### src/shared/tkc_defs.vh
`ifndef TKC_DEFS_VH
`define TKC_DEFS_VH

// ---------------------------------------------------------------------------
// register word indexes (byte address = index * 4)
// ---------------------------------------------------------------------------
`define TKC_IDX_CFG 16'hA130
`define TKC_IDX_AFG 16'hA131
`define TKC_IDX_FFG 16'hA132
`define TKC_IDX_TH0 16'hA133
`define TKC_IDX_TH1 16'hA134
`define TKC_IDX_TH2 16'hA135
`define TKC_IDX_TMR 16'hA140
`define TKC_IDX_VAL 16'hA144
`define TKC_IDX_MVF 16'hA148
`define TKC_IDX_MVS 16'hA14C
`define TKC_IDX_WAKE 16'hA150

// ---------------------------------------------------------------------------
// config register fields
// ---------------------------------------------------------------------------
`define TKC_CFG_EN 7
`define TKC_CFG_MODE 6
`define TKC_CFG_CKS_HI 5
`define TKC_CFG_CKS_LO 4
`define TKC_CFG_AUTO 3
`define TKC_CFG_IEN 2
`define TKC_CFG_IFLAG 1
`define TKC_CFG_START 0
`define TKC_AFG_HIGH_SPEED_SEL 7
`define TKC_TH2_ABS 7
`define TKC_DLY_HI 6
`define TKC_DLY_LO 5
`define TKC_THR_HI 4
`define TKC_SLOW_HI 7
`define TKC_SLOW_LO 4
`define TKC_FAST_HI 3
`define TKC_CFG_RESET 8'h00

// ---------------------------------------------------------------------------
// clock select codes and misc
// ---------------------------------------------------------------------------
`define TKC_CKS_FAST_INTERNAL_OSC 2'h0
`define TKC_CKS_PLL 2'h1
`define TKC_CKS_RTC 2'h2
`define TKC_CKS_SLOW_INTERNAL_OSC 2'h3
`define TKC_RATIO_SHIFT 10
`define TKC_DLY_CNT0 11'h040
`define TKC_DLY_CNT1 11'h100
`define TKC_DLY_CNT2 11'h200
`define TKC_DLY_CNT3 11'h400
`define TKC_AUTO_MASK 24'h00FFFF
`define TKC_RESP_OKAY 2'h0
`define TKC_RESP_SLVERR 2'h2

`endif

### src/tkc_touch_ctrl.v
// Behaviour
// RULE1: one 24-bit timer and one 24-bit counter
// RULE2: mode 0: sense clock times, internal counts
// RULE3: mode 1: internal clock times, sense counts
// RULE4: clock select picks main clock of four
// RULE5: start clears counter, loads timer, runs both
// RULE6: counter adds one per assigned clock edge
// RULE7: timer expiry captures count, raises interrupt
// RULE8: each capture updates fast and slow filters
// RULE9: software preloads previous averages before start
// RULE10: auto mode repeats captures without interrupt
// RULE11: auto mode limits values to 16 bits
// RULE12: auto wake when fast exceeds slow by threshold
// RULE13: start one: single or continuous capture
// RULE14: start zero aborts capture in progress
// RULE15: bit 0 reads busy, writes start
// RULE16: config register bit layout fixed
// RULE17: analog high speed bit in bit 7
// RULE18: keeps running in sleep from slow oscillator
// RULE19: fast and slow filter weight settings
// RULE20: absolute or ratio detection threshold
// RULE21: detection suppressed for start-delay captures
// RULE22: flag set on event, irq when enabled
`timescale 1ns/1ps
`include "tkc_defs.vh"

module tkc_touch_ctrl #(
  parameter W = 24
) (
  // clock and reset
  input wire aclk,
  input wire aresetn,
  // oscillator sources and sleep input, sampled as synchronous levels
  input wire fast_internal_osc,
  input wire pll_clk,
  input wire rtc_clk,
  input wire slow_internal_osc,
  input wire sense_clock,
  input wire cpu_sleep,
  // axi4-lite write address
  input wire [31:0] s_axi_awaddr,
  input wire s_axi_awvalid,
  output reg s_axi_awready,
  // axi4-lite write data
  input wire [31:0] s_axi_wdata,
  input wire [3:0] s_axi_wstrb,
  input wire s_axi_wvalid,
  output reg s_axi_wready,
  // axi4-lite write response
  output reg [1:0] s_axi_bresp,
  output reg s_axi_bvalid,
  input wire s_axi_bready,
  // axi4-lite read address
  input wire [31:0] s_axi_araddr,
  input wire s_axi_arvalid,
  output reg s_axi_arready,
  // axi4-lite read data
  output reg [31:0] s_axi_rdata,
  output reg [1:0] s_axi_rresp,
  output reg s_axi_rvalid,
  input wire s_axi_rready,
  // block outputs
  output reg irq,
  output reg high_speed_sel,
  output reg [6:0] analog_ctrl
);

  // -------------------------------------------------------------------------
  // registers
  // -------------------------------------------------------------------------
  reg controller_enable_reg;
  reg mode_reg;
  reg [1:0] internal_clock_select_reg;
  reg auto_reg;
  reg irq_enable_reg;
  reg irq_flag_reg;
  reg busy_reg;
  reg [7:0] afg_reg;
  reg [3:0] slow_filter_cfg_reg;
  reg [3:0] fast_filter_cfg_reg;
  reg [21:0] detect_threshold_reg;
  reg [1:0] detect_start_delay_reg;
  reg absolute_threshold_sel_reg;
  reg [W-1:0] timer_load_reg;
  reg [W-1:0] gate_timer_reg;
  reg [W-1:0] captured_count_reg;
  reg [W-1:0] captured_count_value_reg;
  reg [W-1:0] fast_average_reg;
  reg [W-1:0] slow_average_reg;
  reg [10:0] capture_num_reg;
  reg wake_reg;
  reg main_clk_d_reg;
  reg sense_d_reg;

  // -------------------------------------------------------------------------
  // clock selection and edge detection
  // -------------------------------------------------------------------------
  reg main_clk_src;
  always @* begin
    case (internal_clock_select_reg) // RULE4
      `TKC_CKS_FAST_INTERNAL_OSC: main_clk_src = fast_internal_osc;
      `TKC_CKS_PLL: main_clk_src = pll_clk;
      `TKC_CKS_RTC: main_clk_src = rtc_clk;
      default: main_clk_src = slow_internal_osc;
    endcase
  end

  // sleep stops every source but the slow oscillator
  wire main_alive = !cpu_sleep ||
    (internal_clock_select_reg == `TKC_CKS_SLOW_INTERNAL_OSC); // RULE18
  wire int_edge = main_clk_src && !main_clk_d_reg && main_alive;
  wire sense_edge = sense_clock && !sense_d_reg && main_alive;
  wire timer_tick = mode_reg ? int_edge : sense_edge; // RULE2 RULE3
  wire count_tick = mode_reg ? sense_edge : int_edge; // RULE2 RULE3

  // auto mode narrows the captured count, timer expiry compare and updated averages to 16 bits
  wire [W-1:0] vmask = auto_reg ? `TKC_AUTO_MASK : {W{1'b1}}; // RULE11
  wire timer_expire = busy_reg && timer_tick &&
    ((gate_timer_reg & vmask) == {W{1'b0}}); // RULE7

  // -------------------------------------------------------------------------
  // moving average filters
  // -------------------------------------------------------------------------
  wire [W-1:0] cap_val = captured_count_reg & vmask;
  reg [W+7:0] fast_new;
  reg [W+7:0] slow_new;
  always @* begin
    case (fast_filter_cfg_reg) // RULE19
      4'h1: fast_new = (({8'h00, fast_average_reg} << 1) -
        {8'h00, fast_average_reg} + {8'h00, cap_val}) >> 1;
      4'h2: fast_new = (({8'h00, fast_average_reg} << 2) -
        {8'h00, fast_average_reg} + {8'h00, cap_val}) >> 2;
      4'h3: fast_new = (({8'h00, fast_average_reg} << 3) -
        {8'h00, fast_average_reg} + {8'h00, cap_val}) >> 3;
      4'h4: fast_new = (({8'h00, fast_average_reg} << 4) -
        {8'h00, fast_average_reg} + {8'h00, cap_val}) >> 4;
      default: fast_new = {8'h00, cap_val};
    endcase
    case (slow_filter_cfg_reg) // RULE19
      4'h1: slow_new = (({8'h00, slow_average_reg} << 4) -
        {8'h00, slow_average_reg} + {8'h00, cap_val}) >> 4;
      4'h2: slow_new = (({8'h00, slow_average_reg} << 5) -
        {8'h00, slow_average_reg} + {8'h00, cap_val}) >> 5;
      4'h3: slow_new = (({8'h00, slow_average_reg} << 6) -
        {8'h00, slow_average_reg} + {8'h00, cap_val}) >> 6;
      4'h4: slow_new = (({8'h00, slow_average_reg} << 7) -
        {8'h00, slow_average_reg} + {8'h00, cap_val}) >> 7;
      default: slow_new = {8'h00, cap_val};
    endcase
  end
  wire [W-1:0] fast_upd = fast_new[W-1:0] & vmask; // RULE11
  wire [W-1:0] slow_upd = slow_new[W-1:0] & vmask;

  // -------------------------------------------------------------------------
  // wake detection on the freshly updated averages
  // -------------------------------------------------------------------------
  wire [W+9:0] ratio_prod = {10'h000, slow_upd} *
    {{W{1'b0}}, detect_threshold_reg[9:0]};
  wire [W+9:0] ratio_th = ratio_prod >> `TKC_RATIO_SHIFT;
  wire [W+9:0] threshold = absolute_threshold_sel_reg ?
    {{(W-12){1'b0}}, detect_threshold_reg} : ratio_th; // RULE20
  wire [W+9:0] diff = {10'h000, fast_upd} - {10'h000, slow_upd};
  reg [10:0] delay_need;
  always @* begin
    case (detect_start_delay_reg) // RULE21
      2'h0: delay_need = `TKC_DLY_CNT0;
      2'h1: delay_need = `TKC_DLY_CNT1;
      2'h2: delay_need = `TKC_DLY_CNT2;
      default: delay_need = `TKC_DLY_CNT3;
    endcase
  end
  wire delay_done = capture_num_reg >= delay_need; // RULE21
  wire detect = auto_reg && delay_done && (fast_upd > slow_upd) &&
    (diff > threshold); // RULE12

  // -------------------------------------------------------------------------
  // axi4-lite slave
  // -------------------------------------------------------------------------
  reg [31:0] awaddr_reg;
  reg aw_have_reg;
  reg [31:0] wdata_reg;
  reg w_have_reg;
  wire do_write = aw_have_reg && w_have_reg && !s_axi_bvalid;
  wire [15:0] widx = awaddr_reg[17:2];
  reg [3:0] wstrb_reg;
  wire wr_cfg = do_write && wstrb_reg != 4'h0 && widx == `TKC_IDX_CFG;
  wire start_cmd = wr_cfg && wdata_reg[`TKC_CFG_START]; // RULE13 RULE15
  wire abort_cmd = wr_cfg && !wdata_reg[`TKC_CFG_START]; // RULE14
  wire w_ok = widx == `TKC_IDX_CFG || widx == `TKC_IDX_AFG ||
    widx == `TKC_IDX_FFG || widx == `TKC_IDX_TH0 ||
    widx == `TKC_IDX_TH1 || widx == `TKC_IDX_TH2 ||
    widx == `TKC_IDX_TMR || widx == `TKC_IDX_MVF ||
    widx == `TKC_IDX_MVS;

  wire [15:0] ridx = s_axi_araddr[17:2];
  reg [31:0] rd_mux;
  reg rd_ok;
  always @* begin
    rd_ok = 1'b1;
    case (ridx)
      `TKC_IDX_CFG: rd_mux = {24'h000000, controller_enable_reg, mode_reg,
        internal_clock_select_reg, auto_reg, irq_enable_reg,
        irq_flag_reg, busy_reg}; // RULE15 RULE16
      `TKC_IDX_AFG: rd_mux = {24'h000000, afg_reg}; // RULE17
      `TKC_IDX_FFG: rd_mux = {24'h000000, slow_filter_cfg_reg,
        fast_filter_cfg_reg};
      `TKC_IDX_TH0: rd_mux = {24'h000000, detect_threshold_reg[7:0]};
      `TKC_IDX_TH1: rd_mux = {24'h000000, detect_threshold_reg[15:8]};
      `TKC_IDX_TH2: rd_mux = {24'h000000, absolute_threshold_sel_reg,
        detect_start_delay_reg[1:0], detect_threshold_reg[20:16]};
      `TKC_IDX_TMR: rd_mux = {8'h00, timer_load_reg};
      `TKC_IDX_VAL: rd_mux = {8'h00, captured_count_value_reg}; // RULE8
      `TKC_IDX_MVF: rd_mux = {8'h00, fast_average_reg};
      `TKC_IDX_MVS: rd_mux = {8'h00, slow_average_reg};
      `TKC_IDX_WAKE: rd_mux = {31'h00000000, wake_reg};
      default: begin
        rd_mux = 32'h00000000;
        rd_ok = 1'b0;
      end
    endcase
  end

  // -------------------------------------------------------------------------
  // main sequential logic
  // -------------------------------------------------------------------------
  always @(posedge aclk) begin
    if (!aresetn) begin
      s_axi_awready <= 1'b0;
      s_axi_wready <= 1'b0;
      s_axi_bvalid <= 1'b0;
      s_axi_bresp <= `TKC_RESP_OKAY;
      s_axi_arready <= 1'b0;
      s_axi_rvalid <= 1'b0;
      s_axi_rresp <= `TKC_RESP_OKAY;
      s_axi_rdata <= 32'h00000000;
      awaddr_reg <= 32'h00000000;
      aw_have_reg <= 1'b0;
      wdata_reg <= 32'h00000000;
      wstrb_reg <= 4'h0;
      w_have_reg <= 1'b0;
      controller_enable_reg <= 1'b0;
      mode_reg <= 1'b0;
      internal_clock_select_reg <= `TKC_CKS_FAST_INTERNAL_OSC;
      auto_reg <= 1'b0;
      irq_enable_reg <= 1'b0;
      irq_flag_reg <= 1'b0;
      busy_reg <= 1'b0;
      afg_reg <= `TKC_CFG_RESET;
      slow_filter_cfg_reg <= 4'h0;
      fast_filter_cfg_reg <= 4'h0;
      detect_threshold_reg <= 22'h000000;
      detect_start_delay_reg <= 2'h0;
      absolute_threshold_sel_reg <= 1'b0;
      timer_load_reg <= {W{1'b0}};
      gate_timer_reg <= {W{1'b0}};
      captured_count_reg <= {W{1'b0}};
      captured_count_value_reg <= {W{1'b0}};
      fast_average_reg <= {W{1'b0}};
      slow_average_reg <= {W{1'b0}};
      capture_num_reg <= 11'h000;
      wake_reg <= 1'b0;
      main_clk_d_reg <= 1'b0;
      sense_d_reg <= 1'b0;
      irq <= 1'b0;
      high_speed_sel <= 1'b0;
      analog_ctrl <= 7'h00;
    end else begin
      main_clk_d_reg <= main_clk_src;
      sense_d_reg <= sense_clock;
      // address and data accepted in either order
      s_axi_awready <= !aw_have_reg && !s_axi_awready && s_axi_awvalid;
      s_axi_wready <= !w_have_reg && !s_axi_wready && s_axi_wvalid;
      if (s_axi_awvalid && s_axi_awready) begin
        awaddr_reg <= s_axi_awaddr;
        aw_have_reg <= 1'b1;
      end
      if (s_axi_wvalid && s_axi_wready) begin
        wdata_reg <= s_axi_wdata;
        wstrb_reg <= s_axi_wstrb;
        w_have_reg <= 1'b1;
      end
      if (do_write) begin
        aw_have_reg <= 1'b0;
        w_have_reg <= 1'b0;
        s_axi_bvalid <= 1'b1;
        s_axi_bresp <= w_ok ? `TKC_RESP_OKAY : `TKC_RESP_SLVERR;
      end else if (s_axi_bready) begin
        s_axi_bvalid <= 1'b0;
      end
      s_axi_arready <= !s_axi_arready && !s_axi_rvalid && s_axi_arvalid;
      if (s_axi_arvalid && s_axi_arready) begin
        s_axi_rvalid <= 1'b1;
        s_axi_rdata <= rd_mux;
        s_axi_rresp <= rd_ok ? `TKC_RESP_OKAY : `TKC_RESP_SLVERR;
      end else if (s_axi_rready) begin
        s_axi_rvalid <= 1'b0;
      end

      // register writes; byte lane 0 only for byte registers
      if (do_write && wstrb_reg != 4'h0) begin
        case (widx)
          `TKC_IDX_CFG: begin
            controller_enable_reg <= wdata_reg[`TKC_CFG_EN]; // RULE16
            mode_reg <= wdata_reg[`TKC_CFG_MODE];
            internal_clock_select_reg <=
              wdata_reg[`TKC_CFG_CKS_HI:`TKC_CFG_CKS_LO];
            auto_reg <= wdata_reg[`TKC_CFG_AUTO];
            irq_enable_reg <= wdata_reg[`TKC_CFG_IEN];
          end
          `TKC_IDX_AFG: afg_reg <= wdata_reg[7:0]; // RULE17
          `TKC_IDX_FFG: begin
            slow_filter_cfg_reg <= wdata_reg[`TKC_SLOW_HI:`TKC_SLOW_LO];
            fast_filter_cfg_reg <= wdata_reg[`TKC_FAST_HI:0];
          end
          `TKC_IDX_TH0: detect_threshold_reg[7:0] <= wdata_reg[7:0];
          `TKC_IDX_TH1: detect_threshold_reg[15:8] <= wdata_reg[7:0];
          `TKC_IDX_TH2: begin
            absolute_threshold_sel_reg <= wdata_reg[`TKC_TH2_ABS];
            detect_start_delay_reg <= wdata_reg[`TKC_DLY_HI:`TKC_DLY_LO];
            detect_threshold_reg[21:16] <= {1'b0, wdata_reg[`TKC_THR_HI:0]};
          end
          `TKC_IDX_TMR: timer_load_reg <= wdata_reg[W-1:0];
          `TKC_IDX_MVF: fast_average_reg <= wdata_reg[W-1:0]; // RULE9
          `TKC_IDX_MVS: slow_average_reg <= wdata_reg[W-1:0]; // RULE9
          default: wake_reg <= wake_reg;
        endcase
      end
      high_speed_sel <= afg_reg[`TKC_AFG_HIGH_SPEED_SEL]; // RULE17
      analog_ctrl <= afg_reg[6:0];

      // capture engine
      if (start_cmd && wdata_reg[`TKC_CFG_EN]) begin
        busy_reg <= 1'b1;
        captured_count_reg <= {W{1'b0}}; // RULE5
        gate_timer_reg <= timer_load_reg; // RULE5
        capture_num_reg <= 11'h000;
        wake_reg <= 1'b0;
      end else if (abort_cmd || !controller_enable_reg) begin
        busy_reg <= 1'b0; // RULE14
      end else if (busy_reg) begin
        if (count_tick)
          captured_count_reg <= captured_count_reg + 1'b1; // RULE6
        if (timer_expire) begin
          captured_count_value_reg <= cap_val; // RULE7
          fast_average_reg <= fast_upd; // RULE8
          slow_average_reg <= slow_upd; // RULE8
          if (!delay_done)
            capture_num_reg <= capture_num_reg + 1'b1;
          if (auto_reg && !detect) begin
            captured_count_reg <= {W{1'b0}}; // RULE10
            gate_timer_reg <= timer_load_reg;
          end else begin
            busy_reg <= 1'b0; // RULE13
            wake_reg <= detect;
          end
        end else if (timer_tick) begin
          gate_timer_reg <= gate_timer_reg - 1'b1; // RULE1
        end
      end

      // any config write in the expiry cycle blocks the hardware set
      if (wr_cfg && !wdata_reg[`TKC_CFG_IFLAG])
        irq_flag_reg <= 1'b0;
      if (timer_expire && controller_enable_reg && !abort_cmd &&
          !start_cmd && (!auto_reg || detect))
        irq_flag_reg <= 1'b1; // RULE22 RULE10 RULE12
      irq <= irq_flag_reg && irq_enable_reg; // RULE22
    end
  end

endmodule // tkc_touch_ctrl

### config.mk
export PLATFORM = sky130hd
export DESIGN_NAME = tkc_touch_ctrl
export DESIGN_NICKNAME = d
export VERILOG_FILES = /design/src/tkc_touch_ctrl.v
export VERILOG_INCLUDE_DIRS = /design/src /design/src/shared
export SDC_FILE = /design/constraint.sdc
export NUM_CORES = 2
export LEC_CHECK = 0
export BUFFER_PORTS_ARGS = -buffer_cell sky130_fd_sc_hd__buf_2
export CAP_MARGIN = 20
export CORE_AREA = 5 5 190 376
export CTS_CLUSTER_SIZE = 12
export DETAILED_ROUTE_END_ITERATION = 10
export DIE_AREA = 0 0 195 381
export GPL_ROUTABILITY_DRIVEN = 0
export GPL_TIMING_DRIVEN = 1
export HOLD_SLACK_MARGIN = 0.08
export PLACE_DENSITY = 0.75
export SLEW_MARGIN = 30
export SYNTH_ARGS = -nofsm -noshare
export SYNTH_HDL_FRONTEND = slang
export SYNTH_SLANG_ARGS = --single-unit
### constraint.sdc
create_clock -name aclk -period 13.3 [get_ports aclk]
set_input_delay 1.33 -clock aclk [delete_from_list [all_inputs] [get_ports aclk]]
set_output_delay 1.33 -clock aclk [all_outputs]
set_load 0.02 [all_outputs]
# After elaboration in Yosys (flattened, before gate mapping)
# Cells that the tools add are included.
# word_totals
wordCells	237
in_bits	113
ff_bits	304
# op_classes
n_eq_ne	35
mul	1
n_addsub	20
n_bitwise	9
muxes	44
reduce_logical	84
order_cmp	3
# op_table
op	count
24-bit two-way mux	23
16-bit equality test, second input constant	20
24-bit case mux with 11 select lines	1
24-bit case mux with 4 select lines	2
24-bit bitwise AND	4
28-bit by 25-bit adder with 28-bit output	2
28-bit by 24-bit subtractor with 28-bit output	2
34-bit by 24-bit greater-than comparator with 1-bit output	1
24-bit by 10-bit multiplier with 34-bit output	1
11-bit case mux with 3 select lines	1
1-bit logical AND	32
31-bit by 24-bit adder with 31-bit output	1
31-bit by 24-bit subtractor with 31-bit output	1
30-bit by 25-bit adder with 30-bit output	1
30-bit by 24-bit subtractor with 30-bit output	1
29-bit by 25-bit adder with 29-bit output	1
29-bit by 24-bit subtractor with 29-bit output	1
27-bit by 25-bit adder with 27-bit output	1
27-bit by 24-bit subtractor with 27-bit output	1
26-bit by 25-bit adder with 26-bit output	1
26-bit by 24-bit subtractor with 26-bit output	1
25-bit adder	1
24-bit by 24-bit subtractor with 25-bit output	1
25-bit by 24-bit subtractor with 25-bit output	1
27 further kinds	94

# Depth between registers and ports, before layout
# depth
word_depth	16
ltp_mapped	52

# Least setup slack after synthesis
# No wires, ideal clock.
# synth_timing
path_type	flip-flop to flip-flop
start	register auto_reg
end	register gate_timer_reg[15]
arrival_ns	10.365
setup_ns	0.131
stages_incl_launch_ff	50
setup_slack_ns	2.805
required_ns	13.169
synth_period_minus_slack_ns	10.495
n_path_buf	6
cell_sequence	dfxtp_1 > clkbuf_1 > clkbuf_1 > clkbuf_1 > nand2b_1 > fa_1 > inv_1 > ha_1 > and4_1 > a221o_1 > a21oi_1 > a2bb2oi_1 > o31ai_1 > or3_1 > a32oi_1 > buf_2 > nand2_1 > fa_1 > [14 not listed] > o21ai_1 > a21oi_1 > xnor2_1 > mux2i_1 > ha_1 > a21o_1 > a21oi_1 > nor2b_1 > o21ai_0 > nand2b_1 > a21oi_1 > o32ai_1 > a31oi_1 > nor2_1 > buf_2 > buf_2 > o211ai_1 > o31ai_1
# synth_via
elab_chain_len	13
# synth_rtl
item	line_no	rtl
from (decl)	tkc_touch_ctrl.v:74	reg auto_reg;
from (signal assigned)	tkc_touch_ctrl.v:307	auto_reg <= wdata_reg[`TKC_CFG_AUTO];
24-bit two-way mux	tkc_touch_ctrl.v:117	wire [W-1:0] vmask = auto_reg ? `TKC_AUTO_MASK : {W{1'b1}};
24-bit bitwise AND	tkc_touch_ctrl.v:124	wire [W-1:0] cap_val = captured_count_reg & vmask;
31-bit by 24-bit adder with 31-bit output (tied with other cells)	tkc_touch_ctrl.v:147	{8'h00, slow_average_reg} + {8'h00, cap_val}) >> 7;
24-bit case mux with 4 select lines	tkc_touch_ctrl.v:139	case (slow_filter_cfg_reg)
24-bit bitwise AND	tkc_touch_ctrl.v:152	wire [W-1:0] slow_upd = slow_new[W-1:0] & vmask;
24-bit by 10-bit multiplier with 34-bit output	tkc_touch_ctrl.v:157	wire [W+9:0] ratio_prod = {10'h000, slow_upd} *
24-bit two-way mux	tkc_touch_ctrl.v:160	wire [W+9:0] threshold = absolute_threshold_sel_reg ?
34-bit by 24-bit greater-than comparator with 1-bit output	tkc_touch_ctrl.v:174	(diff > threshold);
1-bit logical AND	tkc_touch_ctrl.v:173	wire detect = auto_reg && delay_done && (fast_upd > slow_upd) &&
1-bit zero test	tkc_touch_ctrl.v:349	if (auto_reg && !detect) begin
1-bit logical AND	tkc_touch_ctrl.v:349	
3-bit by 1-bit inequality test with 1-bit output (no line)	-	
4-bit AND reduction (no line)	-	
to (signal assigned)	tkc_touch_ctrl.v:335	gate_timer_reg <= timer_load_reg;
to (signal assigned)	tkc_touch_ctrl.v:351	gate_timer_reg <= timer_load_reg;
to (signal assigned)	tkc_touch_ctrl.v:357	gate_timer_reg <= gate_timer_reg - 1'b1;
to (decl)	tkc_touch_ctrl.v:85	reg [W-1:0] gate_timer_reg;
# Several ways; a longest one is shown, not always the timed one. The select of a mux whose other input is x is not followed.
# A chain may end at the register's enable or synchronous reset.

# Worst setup path in the final report
# layout_timing
start	register auto_reg
end	register gate_timer_reg[14]
# Same word-level chain as after synthesis.

==> impl_metrics.csv <==
group,metric,value,unit
pwr,combPwrFrac,3.5,%
critical_path,cp-startpoint,"auto_reg",
die,num_io_pins,163,
yosys,syn_inst,4674,
timing,min_period_over_period,93.56,%
timing,period_minus_slack,12.44,ns
routing,totalWireLength,118.2,mm
pwr,seqPwrFrac,52.4,%
yosys,syn_avg_cell_area,7.945,um2
routing,drt_iter0_drc,3459,
timing,final.setup.tns,0,ns
pwr,p_leak,0.01872,uW
yosys,synth_edf_count,0,
die,dieHeight,381,um
layout,n_antenna_cell,0,
global_routing,grt_pass1_wl,185.9,mm
timing,rsz0062_at_grt,"no",
yosys,synth-async-reset-ratio,0,%
timing,tightestPinTransition,1.014,ns
timing,whs,0.4551,ns
clocking,cts.clk_slew.worst_paths,0.06,ns
clocking,clock_latency,0.58,ns
routing,wl_per_cell,21.23,um
yosys,synth_top_area_cell,"fa_1",
yosys,synth_area_leaders,"fa_1 (18%), dfxtp_1 (16%), ha_1 (11%)",
yosys,syn_area,0.03714,mm2
routing,viasPerCell,6.191,
routing,firstDrtPassIters,7,
critical_path,worstSetupEndpointType,"flop",
critical_path,cp_top_family,"adder cells",
yosys,ys_types,95,
critical_path,cp.arrival,12.93,ns
clocking,cts_max_level,1,
die,core,0.06841,mm2
job,cap_violations,0,
critical_path,crit_path_start_kind,"flop",
timing,setup_ws,0.8559,ns
critical_path,critical_path.most_common_cell,"fa_1",
clocking,cts_resized,0,
pwr,cellPowerDensity,43.22,mW/mm2
clocking,cts_buffers,29,
run_status,outcome,"complete, no violations",
global_routing,grt_pass1_vias,34390,
placement,hpwl,91.75,mm
critical_path,critPathMaxFanout,48,
placement,port_buffers,112,
yosys,ys_ff_latch,292,
global_routing,grt_overflow,0,
pwr,clkPwrFrac,44.0,%
timing,hold_violations,0,
critical_path,slowest_stage,"nand2b_1",
timing,skew,0.02472,ns
routing,drtAntennaViolNets,0,
clocking,root_buffer,"clkbuf_16",
layout,layout_commonest_cell,"inv_1",
die,rows,136,
pwr,switching_power,401.5,uW
critical_path,setup.worst_path.class,"flop to flop",
routing,drc_errors,0,
timing,setup-violations-final,0,
clocking,clockBufferDepth,3,
timing,final_max_slew_viol_count,0,
timing,max_freq,80.36,MHz
die,initial_utilization,54.29,%
global_routing,grt_antenna_before_repair,1,
critical_path,crit_buf_inv,6,
critical_path,r2r_slack,0.86,ns
yosys,seq_area_frac_synth,15.74,%
placement,pre_cts_ws,1.138,ns
yosys,ys.flop_type,"dfxtp_1",
critical_path,r2r_start,"auto_reg",
worst_hold_path,min-delay-path-class,"flop to flop",
layout,layout-drive-gt1-share,6.484,%
layout,area_growth_syn_to_layout,5.822,%
routing,vias,34480,
pwr,swShare,23.64,%
die,die_w,195,um
clocking,cts_tree,"built",
layout,layout.nets,5427,
die,fp.dieArea,0.07430,mm2
layout,final_cell_mix,"inv_1 (623), nand2_1 (561), a21oi_1 (400)",
clocking,cts_setup_buffers,0,
worst_hold_path,hold_start,"s_axi_rdata[3]",
critical_path,crit_required,13.78,ns
global_routing,grt_start_max_net_pins,136,
clocking,cts_hold_buf,0,
yosys,synth_top_area_share,18.11,%
pwr,internal_power,1297,uW
timing,relSlewSlack,32.27,%
pwr,peakVddDrop,0.1063,mV
critical_path,slowest_delay,0.82,ns
clocking,cts.sinks,292,
yosys,yosys_warnings,0,
global_routing,grt_usage,30.90,%
## final timing paths
kind	to	cells after the start
worst max-delay path	gate_timer_reg[14]	46
worst min-delay path	s_axi_rdata[3]	2
worst max register to register	gate_timer_reg[14]	46
worst min register to register	s_axi_rdata[3]	2
## stage by stage
stage	instance area [um2]	instances	utilization [%]	power [uW]
final	39300	5570	57.45	1699
after global routing	39300	5570	57.45	1737
after CTS	39260	5569	57.39	1697
after detailed placement	38470	5529	56.24	967.7
after global placement	38450	5528	56.20	966.0
after floorplan	37170	4683	-	944.3
## cell families after synthesis
kind of cell | after synthesis | synth area share, %
other | 1 | 0.01010
AOI/OAI and AO/OA | 1112 | 19.65
buffers and inverters | 847 | 8.807
xor gates and xnor gates | 217 | 5.118
and+or+nand+nor | 1420 | 18.28
adders and majority gates | 650 | 28.69
muxes | 135 | 3.703
DFF | 292 | 15.74
## tightest hold or removal path: cells and delay by family (launching register included)
| kind | cells | cell delay, ns |
|---|---|---|
| and+or+nand+nor | 1 | 0.05 |
| AOI/OAI and AO/OA | 1 | 0.05 |
| DFF | 1 | 0.31 |
## Yosys cell counts, types with 44 or more instances
cell and n:
a21o_1 121, a21oi_1 401, and2_1 131, clkbuf_1 166, dfxtp_1 292, fa_1 336
ha_1 314, inv_1 623, mux2i_1 125, nand2_1 562, nand2b_1 71, nand3_1 67
nor2_1 278, nor2b_1 47, nor3_1 61, o21a_1 45, o21ai_0 123, o22ai_1 44
xnor2_1 128, xor2_1 89
## final cells by class
cell class | count | area [um2]
clock inverter | 3 | 17.52
fill | 6268 | 29110
inverter | 624 | 2350
clock buffer | 37 | 765.7
multi-input combinational | 3544 | 28160
timing repair buffer | 173 | 1042
tap | 897 | 1122
sequential | 292 | 5846
## power by group through the flow
stage          logic (uW)  registers [uW]  clock network (uW)
2_1_floorplan        40.7             904                   0
3_3_place_gp         57.0             909                   0
3_5_place_dp         58.5             909                   0
4_1_cts              58.6             890                 748
5_1_grt              65.1             890                 782
6_report             60.3             890                 748
## layer usage
layer | routed length (um) | vias up | share of wire, % | track usage, %
met3 | 11820 | 459 | 10 | 5.114
met2 | 52760 | 1810 | 45 | 49.38
met5 | 0 | - | 0 | 0
met1 | 44100 | 16480 | 37 | 38.75
met4 | 9560 | 0 | 8.1 | 19.49
li1 | - | 15730 | - | -
No activity file was read; power rests on OpenSTA's default activity.
